===== src/hw/mhu_defines.svh =====
// Constants for the module host serial port
`ifndef MHU_DEFINES_SVH
`define MHU_DEFINES_SVH
// Overview of operation
// - One serial channel; receiver and transmitter run at the same time.
// - Each received character becomes a parallel word for the processor.
// - Each word from the processor is shifted out on the transmit line.
// - Data moves only on receive line in and transmit line out.
// - Request-to-send and clear-to-send are active low.
// - Flow control selects RTS/CTS handshaking or none.
// - Bit rate set from 1200 to 625000 baud, default 115200.
// - Parity none, odd or even, sent after the data bits.
// - Stop bits one, one and a half or two bit periods.
// - Character width five, six, seven or eight data bits.
`define MHU_CLK_HZ       10000000
`define MHU_BAUD_DEF     115200
`define MHU_OVS          16
// Divider for 16x tick, rounded to nearest
`define MHU_DIV_DEF      ((`MHU_CLK_HZ + (`MHU_BAUD_DEF * `MHU_OVS) / 2) / (`MHU_BAUD_DEF * `MHU_OVS))
`define MHU_PAR_NONE     2'h0
`define MHU_PAR_ODD      2'h1
`define MHU_PAR_EVEN     2'h2
`define MHU_STOP_1       2'h0
`define MHU_STOP_1P5     2'h1
`define MHU_STOP_2       2'h2
`endif


===== src/hw/mhu_pkg.sv =====
// Types for the module host serial port
package mhu_pkg;
	typedef struct packed {
		logic [1:0] parity;
		logic [1:0] stops;
		logic [1:0] width;
		logic       flow_en;
	} mhu_cfg_t;
	typedef enum logic [2:0] {
		MHU_IDLE  = 3'h0,
		MHU_START = 3'h1,
		MHU_DATA  = 3'h3,
		MHU_PAR   = 3'h2,
		MHU_STOP  = 3'h6
	} mhu_state_t;
endpackage


===== src/hw/mhu_uart.sv =====
// Full-duplex serial port with optional RTS/CTS flow control
`timescale 1ns/1ps
`default_nettype none
`include "mhu_defines.svh"
module mhu_uart #(
	parameter int DIV_W = 16
) (
	// Clock and reset
	input  wire logic            clk,
	input  wire logic            rstn,
	// Configuration
	input  wire logic [DIV_W-1:0] baud_div,
	input  wire mhu_pkg::mhu_cfg_t cfg,
	// Transmit word from processor
	input  wire logic            tx_valid,
	input  wire logic [7:0]      tx_data,
	output logic                 tx_ready,
	// Received word to processor
	output logic                 rx_valid,
	output logic [7:0]           rx_data,
	output logic                 rx_par_err,
	output logic                 rx_frm_err,
	input  wire logic            rx_room,
	// Serial pins
	input  wire logic            rxd,
	output logic                 txd,
	input  wire logic            cts_n,
	output logic                 rts_n
);
	// Divider must reach slow rates yet stay a small counter
	if (DIV_W < 4 || DIV_W > 24) begin : g_div_w_check
		$error("DIV_W out of range");
	end
	//////////////////////////////////////////////////////////////////////////
	// Oversample tick, shared by both directions
	logic [DIV_W-1:0] div_cnt, next_div_cnt;
	logic             tick;
	always_comb begin
		tick = (div_cnt == '0);
		next_div_cnt = tick ? ((baud_div == '0) ? DIV_W'(1) : baud_div) - DIV_W'(1)
		                    : div_cnt - DIV_W'(1);
	end
	always_ff @(posedge clk or negedge rstn) begin
		if (!rstn)
			div_cnt <= '0;
		else
			div_cnt <= next_div_cnt;
	end
	//////////////////////////////////////////////////////////////////////////
	// Pin synchronisers
	logic [1:0] rx_sync, cts_sync;
	always_ff @(posedge clk or negedge rstn) begin
		if (!rstn) begin
			rx_sync  <= 2'h3;
			cts_sync <= 2'h3;
		end else begin
			rx_sync  <= {rx_sync[0], rxd};
			cts_sync <= {cts_sync[0], cts_n};
		end
	end
	logic rx_in, cts_ok;
	assign rx_in  = rx_sync[1];
	assign cts_ok = !cfg.flow_en || !cts_sync[1];
	// Stop length in ticks: 16, 24 or 32
	function automatic logic [5:0] stop_ticks(input logic [1:0] s);
		unique case (s)
			`MHU_STOP_1P5: stop_ticks = 6'h18;
			`MHU_STOP_2:   stop_ticks = 6'h20;
			default:       stop_ticks = 6'h10;
		endcase
	endfunction
	//////////////////////////////////////////////////////////////////////////
	// Transmitter
	mhu_pkg::mhu_state_t tx_st, next_tx_st;
	logic [5:0] tx_tk, next_tx_tk;
	logic [2:0] tx_bit, next_tx_bit;
	logic [7:0] tx_sh, next_tx_sh;
	logic       tx_par, next_tx_par;
	logic       next_txd;
	assign tx_ready = (tx_st == mhu_pkg::MHU_IDLE) && cts_ok;
	always_comb begin
		next_tx_st  = tx_st;
		next_tx_tk  = tx_tk;
		next_tx_bit = tx_bit;
		next_tx_sh  = tx_sh;
		next_tx_par = tx_par;
		next_txd    = txd;
		unique case (tx_st)
			mhu_pkg::MHU_IDLE: begin
				next_txd = 1'b1;
				if (tx_valid && tx_ready) begin
					next_tx_st  = mhu_pkg::MHU_START;
					next_tx_sh  = tx_data;
					next_tx_par = (cfg.parity == `MHU_PAR_ODD);
					next_tx_tk  = 6'h0F;
					next_tx_bit = 3'h0;
					next_txd    = 1'b0;
				end
			end
			default: begin
				if (tick) begin
					next_tx_tk = tx_tk - 6'h01;
					if (tx_tk == 6'h00) begin
						next_tx_tk = 6'h0F;
						if (tx_st == mhu_pkg::MHU_START ||
						    (tx_st == mhu_pkg::MHU_DATA && tx_bit != {1'b1, cfg.width})) begin
							if (tx_st == mhu_pkg::MHU_DATA)
								next_tx_bit = tx_bit + 3'h1;
							next_tx_st  = mhu_pkg::MHU_DATA;
							next_txd    = tx_sh[0];
							next_tx_par = tx_par ^ tx_sh[0];
							next_tx_sh  = {1'b0, tx_sh[7:1]};
						end else if (tx_st == mhu_pkg::MHU_DATA &&
						             cfg.parity != `MHU_PAR_NONE) begin
							next_tx_st = mhu_pkg::MHU_PAR;
							next_txd   = tx_par;
						end else if (tx_st != mhu_pkg::MHU_STOP) begin
							next_tx_st = mhu_pkg::MHU_STOP;
							next_txd   = 1'b1;
							next_tx_tk = stop_ticks(cfg.stops) - 6'h01;
						end else begin
							next_tx_st = mhu_pkg::MHU_IDLE;
						end
					end
				end
			end
		endcase
	end
	always_ff @(posedge clk or negedge rstn) begin
		if (!rstn) begin
			tx_st  <= mhu_pkg::MHU_IDLE;
			tx_tk  <= 6'h00;
			tx_bit <= 3'h0;
			tx_sh  <= 8'h00;
			tx_par <= 1'b0;
			txd    <= 1'b1;
		end else begin
			tx_st  <= next_tx_st;
			tx_tk  <= next_tx_tk;
			tx_bit <= next_tx_bit;
			tx_sh  <= next_tx_sh;
			tx_par <= next_tx_par;
			txd    <= next_txd;
		end
	end
	//////////////////////////////////////////////////////////////////////////
	// Receiver
	mhu_pkg::mhu_state_t rx_st, next_rx_st;
	logic [3:0] rx_tk, next_rx_tk;
	logic [2:0] rx_bit, next_rx_bit;
	logic [7:0] rx_sh, next_rx_sh;
	logic       rx_par, next_rx_par;
	logic       rx_perr, next_rx_perr;
	logic       next_rx_valid, next_rx_par_err, next_rx_frm_err;
	logic [7:0] next_rx_data;
	logic       next_rts_n;
	always_comb begin
		next_rx_st      = rx_st;
		next_rx_tk      = rx_tk;
		next_rx_bit     = rx_bit;
		next_rx_sh      = rx_sh;
		next_rx_par     = rx_par;
		next_rx_perr    = rx_perr;
		next_rx_valid   = 1'b0;
		next_rx_data    = rx_data;
		next_rx_par_err = rx_par_err;
		next_rx_frm_err = rx_frm_err;
		// Low asks the host to send; without flow control always low
		next_rts_n      = cfg.flow_en ? !rx_room : 1'b0;
		unique case (rx_st)
			mhu_pkg::MHU_IDLE: begin
				// A low input level while idle starts bit timing
				if (!rx_in) begin
					next_rx_st = mhu_pkg::MHU_START;
					next_rx_tk = 4'h7;
				end
			end
			default: begin
				if (tick) begin
					next_rx_tk = rx_tk - 4'h1;
					if (rx_tk == 4'h0) begin
						next_rx_tk = 4'hF;
						unique case (rx_st)
							mhu_pkg::MHU_START: begin
								// Glitch shorter than half a bit is dropped
								next_rx_st   = rx_in ? mhu_pkg::MHU_IDLE : mhu_pkg::MHU_DATA;
								next_rx_bit  = 3'h0;
								next_rx_sh   = 8'h00;
								next_rx_par  = (cfg.parity == `MHU_PAR_ODD);
								next_rx_perr = 1'b0;
							end
							mhu_pkg::MHU_DATA: begin
								next_rx_sh  = {rx_in, rx_sh[7:1]};
								next_rx_par = rx_par ^ rx_in;
								next_rx_bit = rx_bit + 3'h1;
								if (rx_bit == {1'b1, cfg.width})
									next_rx_st = (cfg.parity != `MHU_PAR_NONE) ?
									             mhu_pkg::MHU_PAR : mhu_pkg::MHU_STOP;
							end
							mhu_pkg::MHU_PAR: begin
								next_rx_perr = rx_par ^ rx_in;
								next_rx_st   = mhu_pkg::MHU_STOP;
							end
							default: begin
								// Only first stop bit checked, so 1.5 and 2 receive alike
								next_rx_st      = mhu_pkg::MHU_IDLE;
								next_rx_valid   = 1'b1;
								next_rx_data    = rx_sh >> (3'h3 - {1'b0, cfg.width});
								next_rx_par_err = rx_perr;
								next_rx_frm_err = !rx_in;
							end
						endcase
					end
				end
			end
		endcase
	end
	always_ff @(posedge clk or negedge rstn) begin
		if (!rstn) begin
			rx_st      <= mhu_pkg::MHU_IDLE;
			rx_tk      <= 4'h0;
			rx_bit     <= 3'h0;
			rx_sh      <= 8'h00;
			rx_par     <= 1'b0;
			rx_perr    <= 1'b0;
			rx_valid   <= 1'b0;
			rx_data    <= 8'h00;
			rx_par_err <= 1'b0;
			rx_frm_err <= 1'b0;
			rts_n      <= 1'b1;
		end else begin
			rx_st      <= next_rx_st;
			rx_tk      <= next_rx_tk;
			rx_bit     <= next_rx_bit;
			rx_sh      <= next_rx_sh;
			rx_par     <= next_rx_par;
			rx_perr    <= next_rx_perr;
			rx_valid   <= next_rx_valid;
			rx_data    <= next_rx_data;
			rx_par_err <= next_rx_par_err;
			rx_frm_err <= next_rx_frm_err;
			rts_n      <= next_rts_n;
		end
	end
endmodule
`default_nettype wire


===== config.mk =====
export PLATFORM = sky130hd
export DESIGN_NAME = mhu_uart
export DESIGN_NICKNAME = d
export VERILOG_FILES = /design/src/hw/mhu_pkg.sv /design/src/hw/mhu_uart.sv
export VERILOG_INCLUDE_DIRS = /design/src /design/src/hw
export SDC_FILE = /design/constraint.sdc
export NUM_CORES = 1
export LEC_CHECK = 0
export BUFFER_PORTS_ARGS = -buffer_cell sky130_fd_sc_hd__buf_2
export CORE_MARGIN = 3
export CORE_UTILIZATION = 36
export DETAILED_ROUTE_END_ITERATION = 10
export PLACE_DENSITY_LB_ADDON = 0.08
export SYNTH_ARGS = -nofsm -noshare
export SYNTH_HDL_FRONTEND = slang
export SYNTH_SLANG_ARGS = --single-unit
export TNS_END_PERCENT = 100

===== constraint.sdc =====
create_clock -name clk -period 3.73 [get_ports clk]
set_clock_uncertainty 0.05 [all_clocks]
set_input_delay 0.1865 -clock clk [delete_from_list [all_inputs] [get_ports clk]]
set_output_delay 0.1865 -clock clk [all_outputs]
set_load 0.05 [all_outputs]

Yosys cells after proc, flatten, opt, wreduce, memory -nomap -nowiden
Index checks and enable logic that the tools add are counted.
{"block": "word_totals", "reg_bits": 74, "elab_cells": 151, "output_inout_bits": 14, "input_bits": 37}
{"block": "classes", "n_reduce_logical": 37, "addsub": 8, "bitwise": 4, "n_eq_ne": 14, "n_shift": 1, "mux": 67}
{"cell": "6-bit two-way mux", "count": 13}
{"cell": "3-bit two-way mux", "count": 19}
{"cell": "8-bit two-way mux", "count": 5}
{"cell": "16-bit logical NOT", "count": 2}
{"cell": "16-bit two-way mux", "count": 2}
{"cell": "16-bit by 1-bit subtractor with 16-bit output (second input constant)", "count": 2}
{"cell": "4-bit AND reduction", "count": 5}
{"cell": "2-bit nonzero test", "count": 9}
{"cell": "1-bit two-way mux", "count": 17}
{"cell": "4-bit two-way mux", "count": 4}
{"cell": "8-bit case mux with 2 select lines", "count": 1}
{"cell": "6-bit case mux with 2 select lines", "count": 1}
{"cell": "6-bit by 1-bit subtractor with 6-bit output (second input constant)", "count": 2}
{"cell": "3-bit by 2-bit equality test with 1-bit output (second input constant)", "count": 3}
{"cell": "3-bit case mux with 3 select lines", "count": 1}
{"cell": "8-bit by 3-bit >> shifter with 8-bit output", "count": 1}
{"cell": "3-bit by 1-bit adder with 3-bit output (second input constant)", "count": 2}
{"cell": "3-bit by 1-bit equality test with 1-bit output (second input constant)", "count": 2}
{"cell": "3-bit logical NOT", "count": 2}
{"cell": "6-bit logical NOT", "count": 1}
{"cell": "3-bit case mux with 2 select lines", "count": 1}
{"cell": "3-bit AND reduction", "count": 2}
{"cell": "5-bit AND reduction", "count": 1}
{"cell": "2-bit by 1-bit equality test with 1-bit output (second input constant)", "count": 2}
{"cell": "20 further kinds", "count": 31}

Logic depth before layout (Yosys ltp)
Gate-level depths: netlist of run 1.
{"block": "logic_depth", "ltp_word": 15, "depth_mapped": 14, "ltp_nobuf": 13}

Worst setup path before layout of run 1
Ideal clock, no wire load.
{"block": "synth_path", "path_kind": "reg2reg", "startpoint": "register div_cnt[8]", "endpoint": "register div_cnt[12]", "setup_slack_ps": 628, "synth_period_minus_slack_ps": 3102, "t_required_ps": 3554, "n_path_buf": 3, "path_stages_with_launch": 14, "setup_ps": 126, "arrival_ps": 2926, "cell_sequence": "dfrtp_1 > buf_6 > or4_4 > nor3b_4 > and2_1 > buf_4 > clkbuf_1 > a21oi_1 > ha_1 > nor3b_1 > and3_1 > nand2_1 > o21ai_0 > a221o_1"}
{"block": "synth_between", "elab_chain_cells": 2, "word_cells_on_any_way": 3, "cone_classes": "1 x add/sub; 1 x mux; 1 x reduce/logical"}
{"element": "start, declared", "line": "mhu_uart.sv:36", "rtl": "logic [DIV_W-1:0] div_cnt, next_div_cnt;"}
{"element": "start signal, assigned", "line": "mhu_uart.sv:47", "rtl": "div_cnt <= next_div_cnt;"}
{"element": "16-bit by 1-bit subtractor with 16-bit output or 16-bit logical NOT (tied branches)", "line": "mhu_uart.sv:41, mhu_uart.sv:39"}
{"element": "16-bit two-way mux (*)", "line": "mhu_uart.sv:40", "rtl": "next_div_cnt = tick ? ((baud_div == '0) ? DIV_W'(1) : baud_div) - DIV_W'(1)"}
{"element": "net next_div_cnt[12]", "line": "mhu_uart.sv:36"}
Mark *: on every way through the listed nets, which the timed path passes. The rest lies on a longest branch.
A chain may end at the register's enable or synchronous reset.

Worst setup path after layout of run 1
{"block": "layout_path", "startpoint": "register div_cnt[2]", "endpoint": "register div_cnt[12]"}
Same word-level chain as after synthesis.

==> results of run 1 <==
cells by family after synthesis:
| family | after synthesis | share of synthesized area, % |
|---|---|---|
| xor gates and xnor gates | 6 | 1.263 |
| adders and majority gates | 8 | 2.406 |
| buffers and inverters | 43 | 4.271 |
| DFF | 74 | 44.69 |
| and+or+nand+nor | 176 | 21.29 |
| AOI/OAI and AO/OA | 144 | 22.26 |
| muxes | 15 | 3.820 |
power by group through the flow:
stage	logic (mW)	registers, mW	clock network (mW)
2_1_floorplan	0.276	0.962	0
3_3_place_gp	0.360	0.993	0
3_5_place_dp	0.358	0.996	0
4_1_cts	0.363	0.983	0.813
5_1_grt	0.408	0.998	0.837
6_report	0.356	0.984	0.776
state kept, by name, indices dropped and copies added (netlist names), 3 cells and up:
signal / flops
tx_bit: 3
rx_st: 3
rx_sh: 8
div_cnt: 16
tx_tk: 6
rx_data: 8
tx_st: 3
tx_sh: 8
rx_tk: 4
rx_bit: 3
layout by cell type, fill, tap and decap left out, types with 3 or more instances in the layout:
cell	count
a21o_1	3
o21a_1	4
xnor2_1	5
nand4_1	3
buf_2	49
nor3_1	8
dfstp_2	6
nor3b_1	3
dfrtp_1	68
clkbuf_16	9
inv_1	15
and2_1	3
nand3_1	18
mux2i_1	8
nand2b_1	4
a211oi_1	4
nand2_1	51
nor2b_1	7
o211ai_1	6
mux2_2	7
o21ai_0	43
nor2_1	44
or4_1	4
dlygate4sd3_1	4
or3_1	5
o21ai_1	3
a31oi_1	17
and3_1	6
buf_4	7
a22o_1	10
ha_1	8
a21oi_1	31
or4_4	3
nor4_1	7
stage by stage:
step	utilization [%]	setup WS, ns	hold slack, ns	instances
after CTS	43.44	0.6065	0.01485	652
final	43.44	0.6212	0.03396	652
after global routing	43.44	0.3332	0.02140	652
after floorplan	-	0.6276	-0.1591	466
after detailed placement	40.73	0.5766	0.2434	634
after global placement	40.73	0.6606	0.2414	634
per-layer routing:
metal	GRT usage [%]	vias to the layer above
li1	-	1785
met1	21.51	1673
met2	24.97	74
met3	2.759	11
met4	6.971	0
met5	0	-
critical path: cells and delay by family, from the launching register on:
kind            cells  cell delay (ns)
simple gates        6             1.47
fa+ha+maj           1             0.20
buf+inv             1             0.14
compound gates      4             0.75
flops               1             0.39
cell type report:
cell class	instances	area, sq um	area share [%]
flip-flops and latches	74	1859	38.64
multi-input cells	349	2123	44.12
repair buffers	60	337.8	7.020
clock buffers	11	242.7	5.044
clock inverters	3	17.52	0.3640
inverters	15	56.30	1.170
well taps	140	175.2	3.640
worst max path at each step:
stage / slack, ns / to / cells after the start / start
2_1_floorplan: 0.63 / div_cnt[12] / 13 / div_cnt[8]
3_5_place_dp: 0.58 / div_cnt[12] / 13 / baud_div[4]
5_1_grt: 0.33 / div_cnt[10] / 12 / div_cnt[2]
3_3_place_gp: 0.66 / div_cnt[12] / 13 / baud_div[4]
6_report: 0.62 / div_cnt[12] / 12 / div_cnt[2]
4_1_cts: 0.61 / div_cnt[12] / 12 / div_cnt[2]
timing repair:
item                                    CTS  global route
hold buffers                              4             0
hold endpoints to repair                  9             0
endpoints found under the setup margin    0             0
==> summary.txt, run 1 <==
Setup path
  • Crit Path Class: reg -> reg
  • Crit path DAT: 3.28 ns
  • CP Capture Type: flip-flop
  • Crit Reg-Reg Endpoint: div_cnt[12]
  • Worst path required time: between 3 and 4 ns
  • R2r startpoint: div_cnt[2]
  • R2r setup slk: 0.62 ns
  • Largest stage delay, worst path: 0.56 ns
  • FF-to-FF path depth: 12
  • CP Launch Type: flip-flop
  • CP Cell Sequence: nor4_1 -> buf_4 -> and3_1 -> and2_1 -> a21oi_1 -> ha_1 -> nor3b_1 -> and3_1 -> nand2_1 -> o21ai_0 -> o21ai_0 -> a221o_1
  • Critical-path top delay cell: nor3b_1
  • Worst Path Max Fanout: 11

Route
  • Top layer in use: met4
  • Wire per inst: 14.69 microns
  • DRC violations left: 0
  • DR pass1 iterations: 4
  • Routed WL: 9.580 mm
  • Routed length on met2: around 4.3 mm
  • Avg Vias per Cell: between 5 and 6
  • Detail Route Antenna Nets: 0
  • Drt initial violations: about 140
  • Vias: 3,543
  • Met3 WL: ~390 microns
  • DRT met1 WL: 4.766 mm

Clock network
  • Worst-Skew Late Latency: 0.34 ns
  • Root Buffer: clkbuf_16
  • Clk slew on worst S/H paths: 0.06 ns
  • H-tree levels: 3
  • CTS tree: built
  • Post-CTS Setup Inserts: 0
  • # clock sinks: 74
  • CTS resizes: 0
  • Cts bufs inserted: 9
  • Max Root-Sink Buffers: 2

Floorplan
  • Core box area: roughly 11,000 sq um
  • Initial Util: 37.55%
  • Die width: 113.5 microns
  • # IOs: 51
  • Num rows: 38
  • Die area: ~13,000 sq um
  • Die height: around 110 microns

Final layout
  • Design area: 4812 sq um
  • Synth-to-Final Area Change: 15.67%
  • Fraction of layout cells with a size suffix above 1: between 10% and 20%
  • Filler Cell Count: 1,094
  • Ant. Diodes: 0
  • Fin nets: between 500 and 600

Pwr
  • Switching share of power: just under 30%
  • VDD IR max: between 0.0002 and 0.00025 V
  • Overall Power: roughly 2.1 mW
  • Pwr per Cell Area: around 440 nW/um^2
  • Static leakage: about 2.1 nW
  • Seq pwr share: 46.5%
  • Psw: 0.6095 mW
  • Comb pwr share: 16.8%
  • Clock group share of total power: 36.7%
  • Cell Int Power: 1.507 mW

Place
  • Routability cong.: 0.8253
  • Area after DPL: 4512 sq um
  • IO Port Bufs: 50
  • Detail Placement HPWL: 6.561 mm

Synthesis
  • Yosys Warn Count: 0
  • Top post-synthesis cells by count: dfrtp_1, nand2_1, nor2_1
  • Synth area leaders: dfrtp_1, o21ai_0, nand2_1
  • Yosys reg bits: 74
  • Average size of a mapped cell: ~8.9 sq um
  • Post-synth top area share: ~41%
  • Cells after Synth: 466
  • Yosys top cell by area: dfrtp_1
  • Synth cell types: 63
  • Post-synth EDFFs: 0
  • Post-synth ARST share: 100.0%
  • Syn Std Cell Area: 4160 sq um
  • Most used DFF post-synth: dfrtp_1
  • Post-Syn Nets: 511
  • Count leader, synth: dfrtp_1
  • Sequential-to-total area share from yosys stat: 44.69%

Run status
  • Status: completed

STA
  • Worst-margin pin slew: about 0.94 ns
  • Slew Viols, Final: 0
  • Final setup viols: 0
  • Fin. Hold Viols: 0
  • Final worst path period share: 83.35%
  • FMAX: 321.7 MHz
  • Worst slew margin: between 30 and 40%
  • RSZ-0062 raised after global routing: no
  • TNS Setup: 0 ns
  • Final Critical Period: slightly above 3 ns

Worst hold path
  • Min-delay src: tx_data[7]
  • Worst min path class: in -> reg
  • Hold EP: tx_sh[7]
  • Hold-critical path depth: 3

Global routing
  • Initial antenna violation count: 0
  • Vias in the first global route: roughly 3,400
  • Global-route wire length before repair: 16.55 mm
  • Gr ovfl total: 0
  • GRT Total Usage: between 15 and 20%
  • Largest net degree at the start of global routing: 75

Flow run
  • # Max-Cap Violations: 0
(Power assumes the default switching activity.)
==> run 2, diff against run 1 <==
--- a/config.mk
+++ b/config.mk
@@ -6,6 +6,7 @@
 export SDC_FILE = /design/constraint.sdc
 export NUM_CORES = 1
 export LEC_CHECK = 0
+export ABC_AREA = 1
 export BUFFER_PORTS_ARGS = -buffer_cell sky130_fd_sc_hd__buf_2
 export CORE_MARGIN = 3
 export CORE_UTILIZATION = 36
==> constraint.sdc (replaced) <==
create_clock -name clk -period 3.1 [get_ports clk]
set_clock_uncertainty 0.05 [all_clocks]
set_input_delay 0.155 -clock clk [delete_from_list [all_inputs] [get_ports clk]]
set_output_delay 0.155 -clock clk [all_outputs]
set_load 0.05 [all_outputs]
==> run 2 against run 1 <==
Critical path depth grew 1. Non-clock buffer count shrank 4. Critical endpoint is now div_cnt[10]. Critical path type unchanged. Global-route usage shrank 0.22 points. Highest routed layer unchanged. Largest cell class unchanged. Synthesized area grew 2.0%. Fmax grew 33%. Die area grew 1.9%. Setup slack gained 0.14 ns. Core utilization shrank 0.30 points.
==> summary.txt, run 2 <==
Setup path
  • CP Cell Sequence: nor2_1 -> nand2_1 -> nor2_4 -> nand2_4 -> nor2_4 -> nand2_2 -> nand2_4 -> ha_1 -> nand2_1 -> nor2_4 -> nand2_1 -> nand2_1 -> nand2_1 (was nor4_1 -> buf_4 -> and3_1 -> and2_1 -> a21oi_1 -> ha_1 -> nor3b_1 -> and3_1 -> nand2_1 -> o21ai_0 -> o21ai_0 -> a221o_1)
  • Crit Path Class: reg -> reg (unchanged)
  • Worst Path Max Fanout: 14 (was 11)
  • WP depth: 13 (was 12)
  • Largest stage delay, worst path: 0.39 ns (was 0.56 ns)
  • WP buf/inv: 0 (was 1)
  • Delay-heaviest family, CP: simple AND/OR/NAND/NOR gates (unchanged)
  • CP Capture Type: flip-flop (unchanged)
  • Most Frequent Cell on Critical Path: nand2_1
  • FF-to-FF path depth: 13 (was 12)
  • Crit path DAT: 2.52 ns (was 3.28 ns)
  • Critical-path top delay cell: nor2_4 (was nor3b_1)
  • CP Launch Type: flip-flop (unchanged)
  • Worst path required time: 3.28 ns (was 3.91 ns)

Global routing
  • Vias in the first global route: 3,330 (was 3,447)
  • Gr ovfl total: 0 (unchanged)
  • Largest net degree at the start of global routing: 75 (unchanged)
  • GRT Total Usage: 15.65% (was 15.87%)
  • Global-route wire length before repair: 16.20 mm (was 16.55 mm)
  • Initial antenna violation count: 0 (unchanged)

Final layout
  • Number of flip-flops in the largest register: 16 (unchanged)
  • Commonest non-fill, non-tap cells in the layout: nand2_1, inv_1, dfrtp_1 (was dfrtp_1, nand2_1, buf_2)
  • Filler Cell Count: 1,177 (was 1,094)
  • Storage cell area: 1859 sq um (unchanged)
  • Fin nets: 634 (was 554)
  • Fraction of layout cells with a size suffix above 1: 21.72% (was 18.16%)
  • Multi-input logic area: 2012 sq um (was 2123 sq um)
  • Design area: 4947 sq um (was 4812 sq um)
  • Ant. Diodes: 0 (unchanged)
  • Synth-to-Final Area Change: 16.60% (was 15.67%)
  • Leading cell type in the layout, fill and taps excluded: nand2_1 (was dfrtp_1)
  • Largest Register: div_cnt (unchanged)

STA
  • Worst-margin pin slew: 0.9508 ns (was 0.9397 ns)
  • Slew Viols, Final: 0 (unchanged)
  • Final worst path period share: 75.56% (was 83.35%)
  • TNS Setup: 0 ns (unchanged)
  • Final Critical Period: 2.342 ns (was 3.109 ns)
  • FMAX: 426.9 MHz (was 321.7 MHz)
  • Worst slew margin: 36.61% (was 37.36%)
  • Worst Setup Slack, final: 0.7576 ns (was 0.6212 ns)
  • RSZ-0062 raised after global routing: no (unchanged)
  • Fin. Hold Viols: 0 (unchanged)
  • Final setup viols: 0 (unchanged)

Clock network
  • Worst-Skew Late Latency: 0.34 ns (about the same)
  • CTS tree: built (unchanged)
  • CTS resizes: 0 (unchanged)
  • Max Root-Sink Buffers: 2 (unchanged)
  • H-tree levels: 3 (unchanged)
  • # clock sinks: 74 (unchanged)
  • Clk slew on worst S/H paths: 0.06 ns (about the same)
  • Root Buffer: clkbuf_16 (unchanged)
  • Cts bufs inserted: 9 (unchanged)

Synthesis
  • Cells after Synth: 533 (was 466)
  • Average size of a mapped cell: 7.960 sq um (was 8.928 sq um)
  • Most used DFF post-synth: dfrtp_1 (unchanged)
  • Yosys Warn Count: 0 (unchanged)
  • Post-Syn Nets: 578 (was 511)
  • Syn Std Cell Area: 4243 sq um (was 4160 sq um)
  • Post-synth top area share: 40.11% (was 40.90%)
  • Post-synth ARST share: 100.0% (unchanged)
  • Sequential-to-total area share from yosys stat: 43.82% (was 44.69%)
  • Top post-synthesis cells by count: nand2_1, inv_1, dfrtp_1 (was dfrtp_1, nand2_1, nor2_1)
  • Synth area leaders: dfrtp_1, nand2_1, inv_1 (was dfrtp_1, o21ai_0, nand2_1)
  • Synth cell types: 42 (was 63)
  • Yosys reg bits: 74 (unchanged)
  • Count leader, synth: nand2_1 (was dfrtp_1)
  • Post-synth EDFFs: 0 (unchanged)
  • Yosys top cell by area: dfrtp_1 (unchanged)

Pwr
  • Cell Int Power: 1.575 mW (was 1.507 mW)
  • Psw: 0.4932 mW (was 0.6095 mW)
  • VDD IR max: 0.0002815 V (was 0.0002151 V)
  • Pwr per Cell Area: 418.0 nW/um^2 (was 439.8 nW/um^2)
  • Static leakage: 2.339 nW (was 2.082 nW)
  • Clock group share of total power: 48.6% (was 36.7%)
  • Comb pwr share: 4.3% (was 16.8%)
  • Switching share of power: 23.85% (was 28.80%)
  • Overall Power: 2.068 mW (was 2.116 mW)
  • Seq pwr share: 47.2% (was 46.5%)

Run status
  • Status: completed (unchanged)

Flow run
  • # Max-Cap Violations: 0 (unchanged)

Route
  • DR pass1 iterations: 4 (unchanged)
  • Wire per inst: 13.05 microns (was 14.69 microns)
  • Avg Vias per Cell: 4.703 (was 5.434)
  • DRC violations left: 0 (unchanged)
  • Drt initial violations: 177 (was 137)
  • Vias: 3,466 (was 3,543)
  • Routed WL: 9.615 mm (was 9.580 mm)
  • Detail Route Antenna Nets: 0 (unchanged)

Floorplan
  • # IOs: 51 (unchanged)
  • Core box area: 11,470 sq um (was 11,080 sq um)
  • Die area: 13,120 sq um (was 12,880 sq um)
  • Num rows: 39 (was 38)
  • Die width: 114.6 microns (was 113.5 microns)
  • Die height: 114.6 microns (was 113.5 microns)
  • Initial Util: 37.00% (was 37.55%)

Place
  • Detail Placement HPWL: 7.111 mm (was 6.561 mm)
  • IO Port Bufs: 50 (unchanged)
  • Routability cong.: 0.8460 (was 0.8253)
  • Area after DPL: 4608 sq um (was 4512 sq um)
  • Setup WS pre-CTS: 0.7528 ns (was 0.5766 ns)

Worst hold path
  • Hold-critical path depth: 3 (unchanged)
  • Worst min path class: in -> reg (unchanged)
-- run 2: cell types whose count changed after synthesis, sizes merged, moves of 16 or more --
cell,change
a21oi,-21
nor2,+38
inv,+61
nand2,+84
nand3,+16
clkbuf,-19
-- run 2: worst min-delay path, delay by kind of cell --
| family | cells | cell delay, ns |
|---|---|---|
| AOI/OAI and AO/OA | 1 | 0.08 |
| and+or+nand+nor | 1 | 0.07 |
| buffers and inverters | 1 | 0.08 |
-- run 2: cells by family (layout without fill, tap and decap cells) --
group           Yosys count  after routing  synth area share [%]
compound gates           86             86                 12.09
xor+xnor                 10             10                 2.064
fa+ha+maj                 8              8                 2.359
buf+inv                  89            150                 8.758
flops                    74             74                 43.82
simple gates            266            266                 30.91
-- run 2: area by class of cell --
cell class                 count  area share [%]
clock buffer                  10           4.831
clock inverter                 6           1.012
inverter                      78           6.019
multi-input combinational    370           40.67
sequential                    74           37.58
tap                          143           3.617
timing repair buffer          56           6.272
-- run 2: what timing repair did --
| action | in CTS | in global routing |
|---|---|---|
| endpoints found under the hold margin | 71 | 0 |
| buffers inserted | 0 | 0 |
| hold buffers | 5 | 0 |
-- run 2: layer usage --
layer / vias up / share of wire [%] / GRT usage (%)
met5: - / 0 / 0
met4: 0 / 2.3 / 7.205
met3: 15 / 3.6 / 2.960
met2: 57 / 46 / 24.52
met1: 1570 / 48 / 20.91
li1: 1824 / - / -
-- run 2: power by group through the flow --
stage               sequential, mW  combinational [mW]  clock [mW]
global route                 0.975               0.102        1.07
CTS                          0.976              0.0915        1.03
global placement             0.993              0.0863           0
floorplan                    0.995              0.0263           0
detailed placement           0.993              0.0865           0
finish                       0.976              0.0882        1.00
-- run 2: final timing paths --
check / startpoint / end / slack [ns]
setup / recovery: div_cnt[3] / div_cnt[10] / 0.76
hold / removal: tx_data[7] / tx_sh[7] / 0.04
setup reg to reg: div_cnt[3] / div_cnt[10] / 0.76
hold reg to reg: rx_sync[0] / rx_sync[1] / 0.31
max in group asynchronous: rstn / div_cnt[0] / 1.92
min in group asynchronous: rstn / rx_data[5] / 0.45
-- run 2: per-stage QoR --
step | util [%] | hold WS, ns | std cells
finish | 43.14 | 0.03724 | 737
global route | 43.14 | 0.04046 | 737
CTS | 43.14 | 0.02669 | 737
detailed placement | 40.19 | 0.2112 | 716
global placement | 40.19 | 0.2099 | 716
floorplan | - | -0.1906 | 533
==> run 3, diff against run 2 <==
==> constraint.sdc (replaced) <==
create_clock -name clk -period 2 [get_ports clk]
set_clock_uncertainty 0.05 [all_clocks]
set_input_delay 0.1 -clock clk [delete_from_list [all_inputs] [get_ports clk]]
set_output_delay 0.1 -clock clk [all_outputs]
set_load 0.05 [all_outputs]
==> run 3 against run 2 <==
Sequential share of layout area is 1.2 points lower. Clock power is 57% higher. Cell count is 1.9% higher. Power is 56% higher. Routed wire length is 0.43% lower. Cell area is 3.2% higher.
==> summary.txt, run 3 (synthesis gave the netlist of run 2 again) <==
Setup path
  • Crit path DAT: 2.01 ns (was 2.52 ns)
  • Crit Reg-Reg Endpoint: div_cnt[6] (was div_cnt[10])
  • CP Launch Type: flip-flop (unchanged)
  • R2r startpoint: div_cnt[5] (was div_cnt[3])
  • Critical-path top delay cell: dfrtp_1 (was nor2_4)
  • Crit Path Class: reg -> reg (unchanged)
  • WP buf/inv: 2 (was 0)
  • CP Cell Sequence: nor2_1 -> nand2_1 -> nor2_4 -> buf_4 -> nand3_2 -> nand2_2 -> inv_1 -> ha_1 -> nand2_2 -> nor2_2 -> xor2_1 (was nor2_1 -> nand2_1 -> nor2_4 -> nand2_4 -> nor2_4 -> nand2_2 -> nand2_4 -> ha_1 -> nand2_1 -> nor2_4 -> nand2_1 -> nand2_1 -> nand2_1)
  • Largest stage delay, worst path: 0.38 ns (was 0.39 ns)
  • Worst Path Max Fanout: 5 (was 14)
  • FF-to-FF path depth: 11 (was 13)
  • Most Frequent Cell on Critical Path: nand2_2 (was nand2_1)
  • Delay-heaviest family, CP: simple AND/OR/NAND/NOR gates (unchanged)
  • R2r setup slk: 0.14 ns (was 0.76 ns)
  • Worst path required time: 2.15 ns (was 3.28 ns)
  • CP Capture Type: flip-flop (unchanged)

Clock network
  • Cts bufs inserted: 9 (unchanged)
  • H-tree levels: 3 (unchanged)
  • Worst-Skew Late Latency: 0.33 ns (was 0.34 ns)
  • Max Root-Sink Buffers: 2 (unchanged)
  • Root Buffer: clkbuf_16 (unchanged)
  • CTS tree: built (unchanged)
  • # clock sinks: 74 (unchanged)
  • Clk slew on worst S/H paths: 0.06 ns (about the same)

Final layout
  • Commonest non-fill, non-tap cells in the layout: nand2_1, inv_1, dfrtp_1 (unchanged)
  • Largest Register: div_cnt (unchanged)
  • Leading cell type in the layout, fill and taps excluded: nand2_1 (unchanged)
  • Number of flip-flops in the largest register: 16 (unchanged)
  • Fraction of layout cells with a size suffix above 1: 24.01% (was 21.72%)
  • Synth-to-Final Area Change: 20.32% (was 16.60%)
  • Filler Cell Count: 1,157 (was 1,177)
  • Ant. Diodes: 0 (unchanged)
  • Design area: 5105 sq um (was 4947 sq um)
  • Final non-filler cell total: 751 (was 737)
  • Final Util: 44.52% (was 43.14%)
  • Fin nets: 649 (was 634)

STA
  • Final Critical Period: 1.856 ns (was 2.342 ns)
  • Fin. Hold Viols: 0 (unchanged)
  • Slew Viols, Final: 0 (unchanged)
  • RSZ-0062 raised after global routing: no (unchanged)
  • Worst slew margin: 70.17% (was 36.61%)
  • Worst-margin pin slew: 0.4475 ns (was 0.9508 ns)
  • Final worst path period share: 92.78% (was 75.56%)
  • FMAX: 538.9 MHz (was 426.9 MHz)
  • Final setup viols: 0 (unchanged)
  • TNS Setup: 0 ns (unchanged)

Global routing
  • Global-route wire length before repair: 16.29 mm (was 16.20 mm)
  • Vias in the first global route: 3,350 (was 3,330)
  • GRT Total Usage: 15.53% (was 15.65%)
  • Gr ovfl total: 0 (unchanged)
  • Initial antenna violation count: 0 (unchanged)
  • Largest net degree at the start of global routing: 44 (was 75)

Route
  • Detail Route Antenna Nets: 0 (unchanged)
  • DRC violations left: 0 (unchanged)
  • Routed WL: 9.574 mm (was 9.615 mm)
  • Wire per inst: 12.75 microns (was 13.05 microns)
  • Avg Vias per Cell: 4.670 (was 4.703)
  • Drt initial violations: 182 (was 177)
  • Vias: 3,507 (was 3,466)
  • DR pass1 iterations: 4 (unchanged)

Floorplan
  • Num rows: 39 (unchanged)
  • # IOs: 51 (unchanged)
  • Die width: 114.6 microns (unchanged)
  • Core box area: 11,470 sq um (unchanged)
  • Initial Util: 37.00% (unchanged)
  • Die area: 13,120 sq um (unchanged)
  • Die height: 114.6 microns (unchanged)

Worst hold path
  • Min-delay src: tx_data[5] (was tx_data[7])
  • Worst min path class: in -> reg (unchanged)
  • Hold EP: tx_sh[5] (was tx_sh[7])
  • Hold-critical path depth: 3 (unchanged)

Place
  • Placed Cells: 728 (was 716)
  • Area after DPL: 4711 sq um (was 4608 sq um)
  • Routability cong.: 0.8238 (was 0.8460)
  • Detail Placement HPWL: 7.246 mm (was 7.111 mm)
  • IO Port Bufs: 50 (unchanged)

Flow run
  • # Max-Cap Violations: 0 (unchanged)

Pwr
  • VDD IR max: 0.0003208 V (was 0.0002815 V)
  • Static leakage: 2.439 nW (was 2.339 nW)
  • Pwr per Cell Area: 630.8 nW/um^2 (was 418.0 nW/um^2)

Run status
  • Status: completed (unchanged)
-- run 3: cell count changes in the layout (fill, tap and decap cells not counted), sizes merged --
cell         previous run  this run
dlygate4sd3             5         6
inv                    77        76
clkinv                  5         2
clkinvlp                2         1
buf                    51        65
clkbuf                 10        14
-- run 3: stage by stage --
stage                     setup slack [ns]  hold slack (ns)  power, mW
after floorplan                    0.06431          -0.2456      1.583
after global placement              0.1282          0.03526      1.675
after detailed placement           0.09371          0.03251      1.676
after CTS                          0.06704          0.02560      3.277
after global routing              0.002695          0.03862      3.361
final                               0.1443          0.03709      3.220
-- run 3: where the power goes --
group	internal [mW]	switching, mW	leakage, nW	total [mW]
combinational	0.0538	0.0872	1.42	0.141
sequential	1.51	0.00341	0.875	1.51
clock	0.970	0.597	0.141	1.57
total	2.53	0.687	2.44	3.22
-- run 3: area by class of cell --
type	instances	area (sq um)	area share, %
Inverter	78	297.8	5.833
Tap cell	143	178.9	3.505
Timing Repair Buffer	71	437.9	8.578
Multi-Input combinational cell	370	2039	39.95
Clock buffer	14	284.0	5.564
Clock inverter	1	7.507	0.1471
Sequential cell	74	1859	36.42
-- run 3: worst max path at each step --
stage                  endpoint  cells past startpoint        start  slack [ns]
CTS                 div_cnt[12]                     13   div_cnt[1]        0.07
detailed placement   div_cnt[6]                     11   div_cnt[5]        0.09
finish               div_cnt[6]                     11   div_cnt[5]        0.14
global placement     div_cnt[6]                     11  div_cnt[11]        0.13
floorplan              tx_ready                      5     tx_st[2]        0.06
global route        div_cnt[12]                     13  div_cnt[15]       0.003
-- run 3: metal layers --
layer  share of wire, %  GRT usage (%)
met1                 48          21.61
met2                 46          23.90
met3                4.0          2.696
met4                2.1          6.334
met5                  0              0
-- run 3: tightest hold or removal path, cell delays in order --
cell,delay (ns)
buf_2,0.10
nor2_1,0.09
o31ai_1,0.08
-- run 3: what timing repair did --
action,in CTS,in global routing
setup buffers,0,2
gates resized for setup,0,8
hold endpoints to repair,34,0
setup endpoints to repair,0,12
hold buffers,6,0
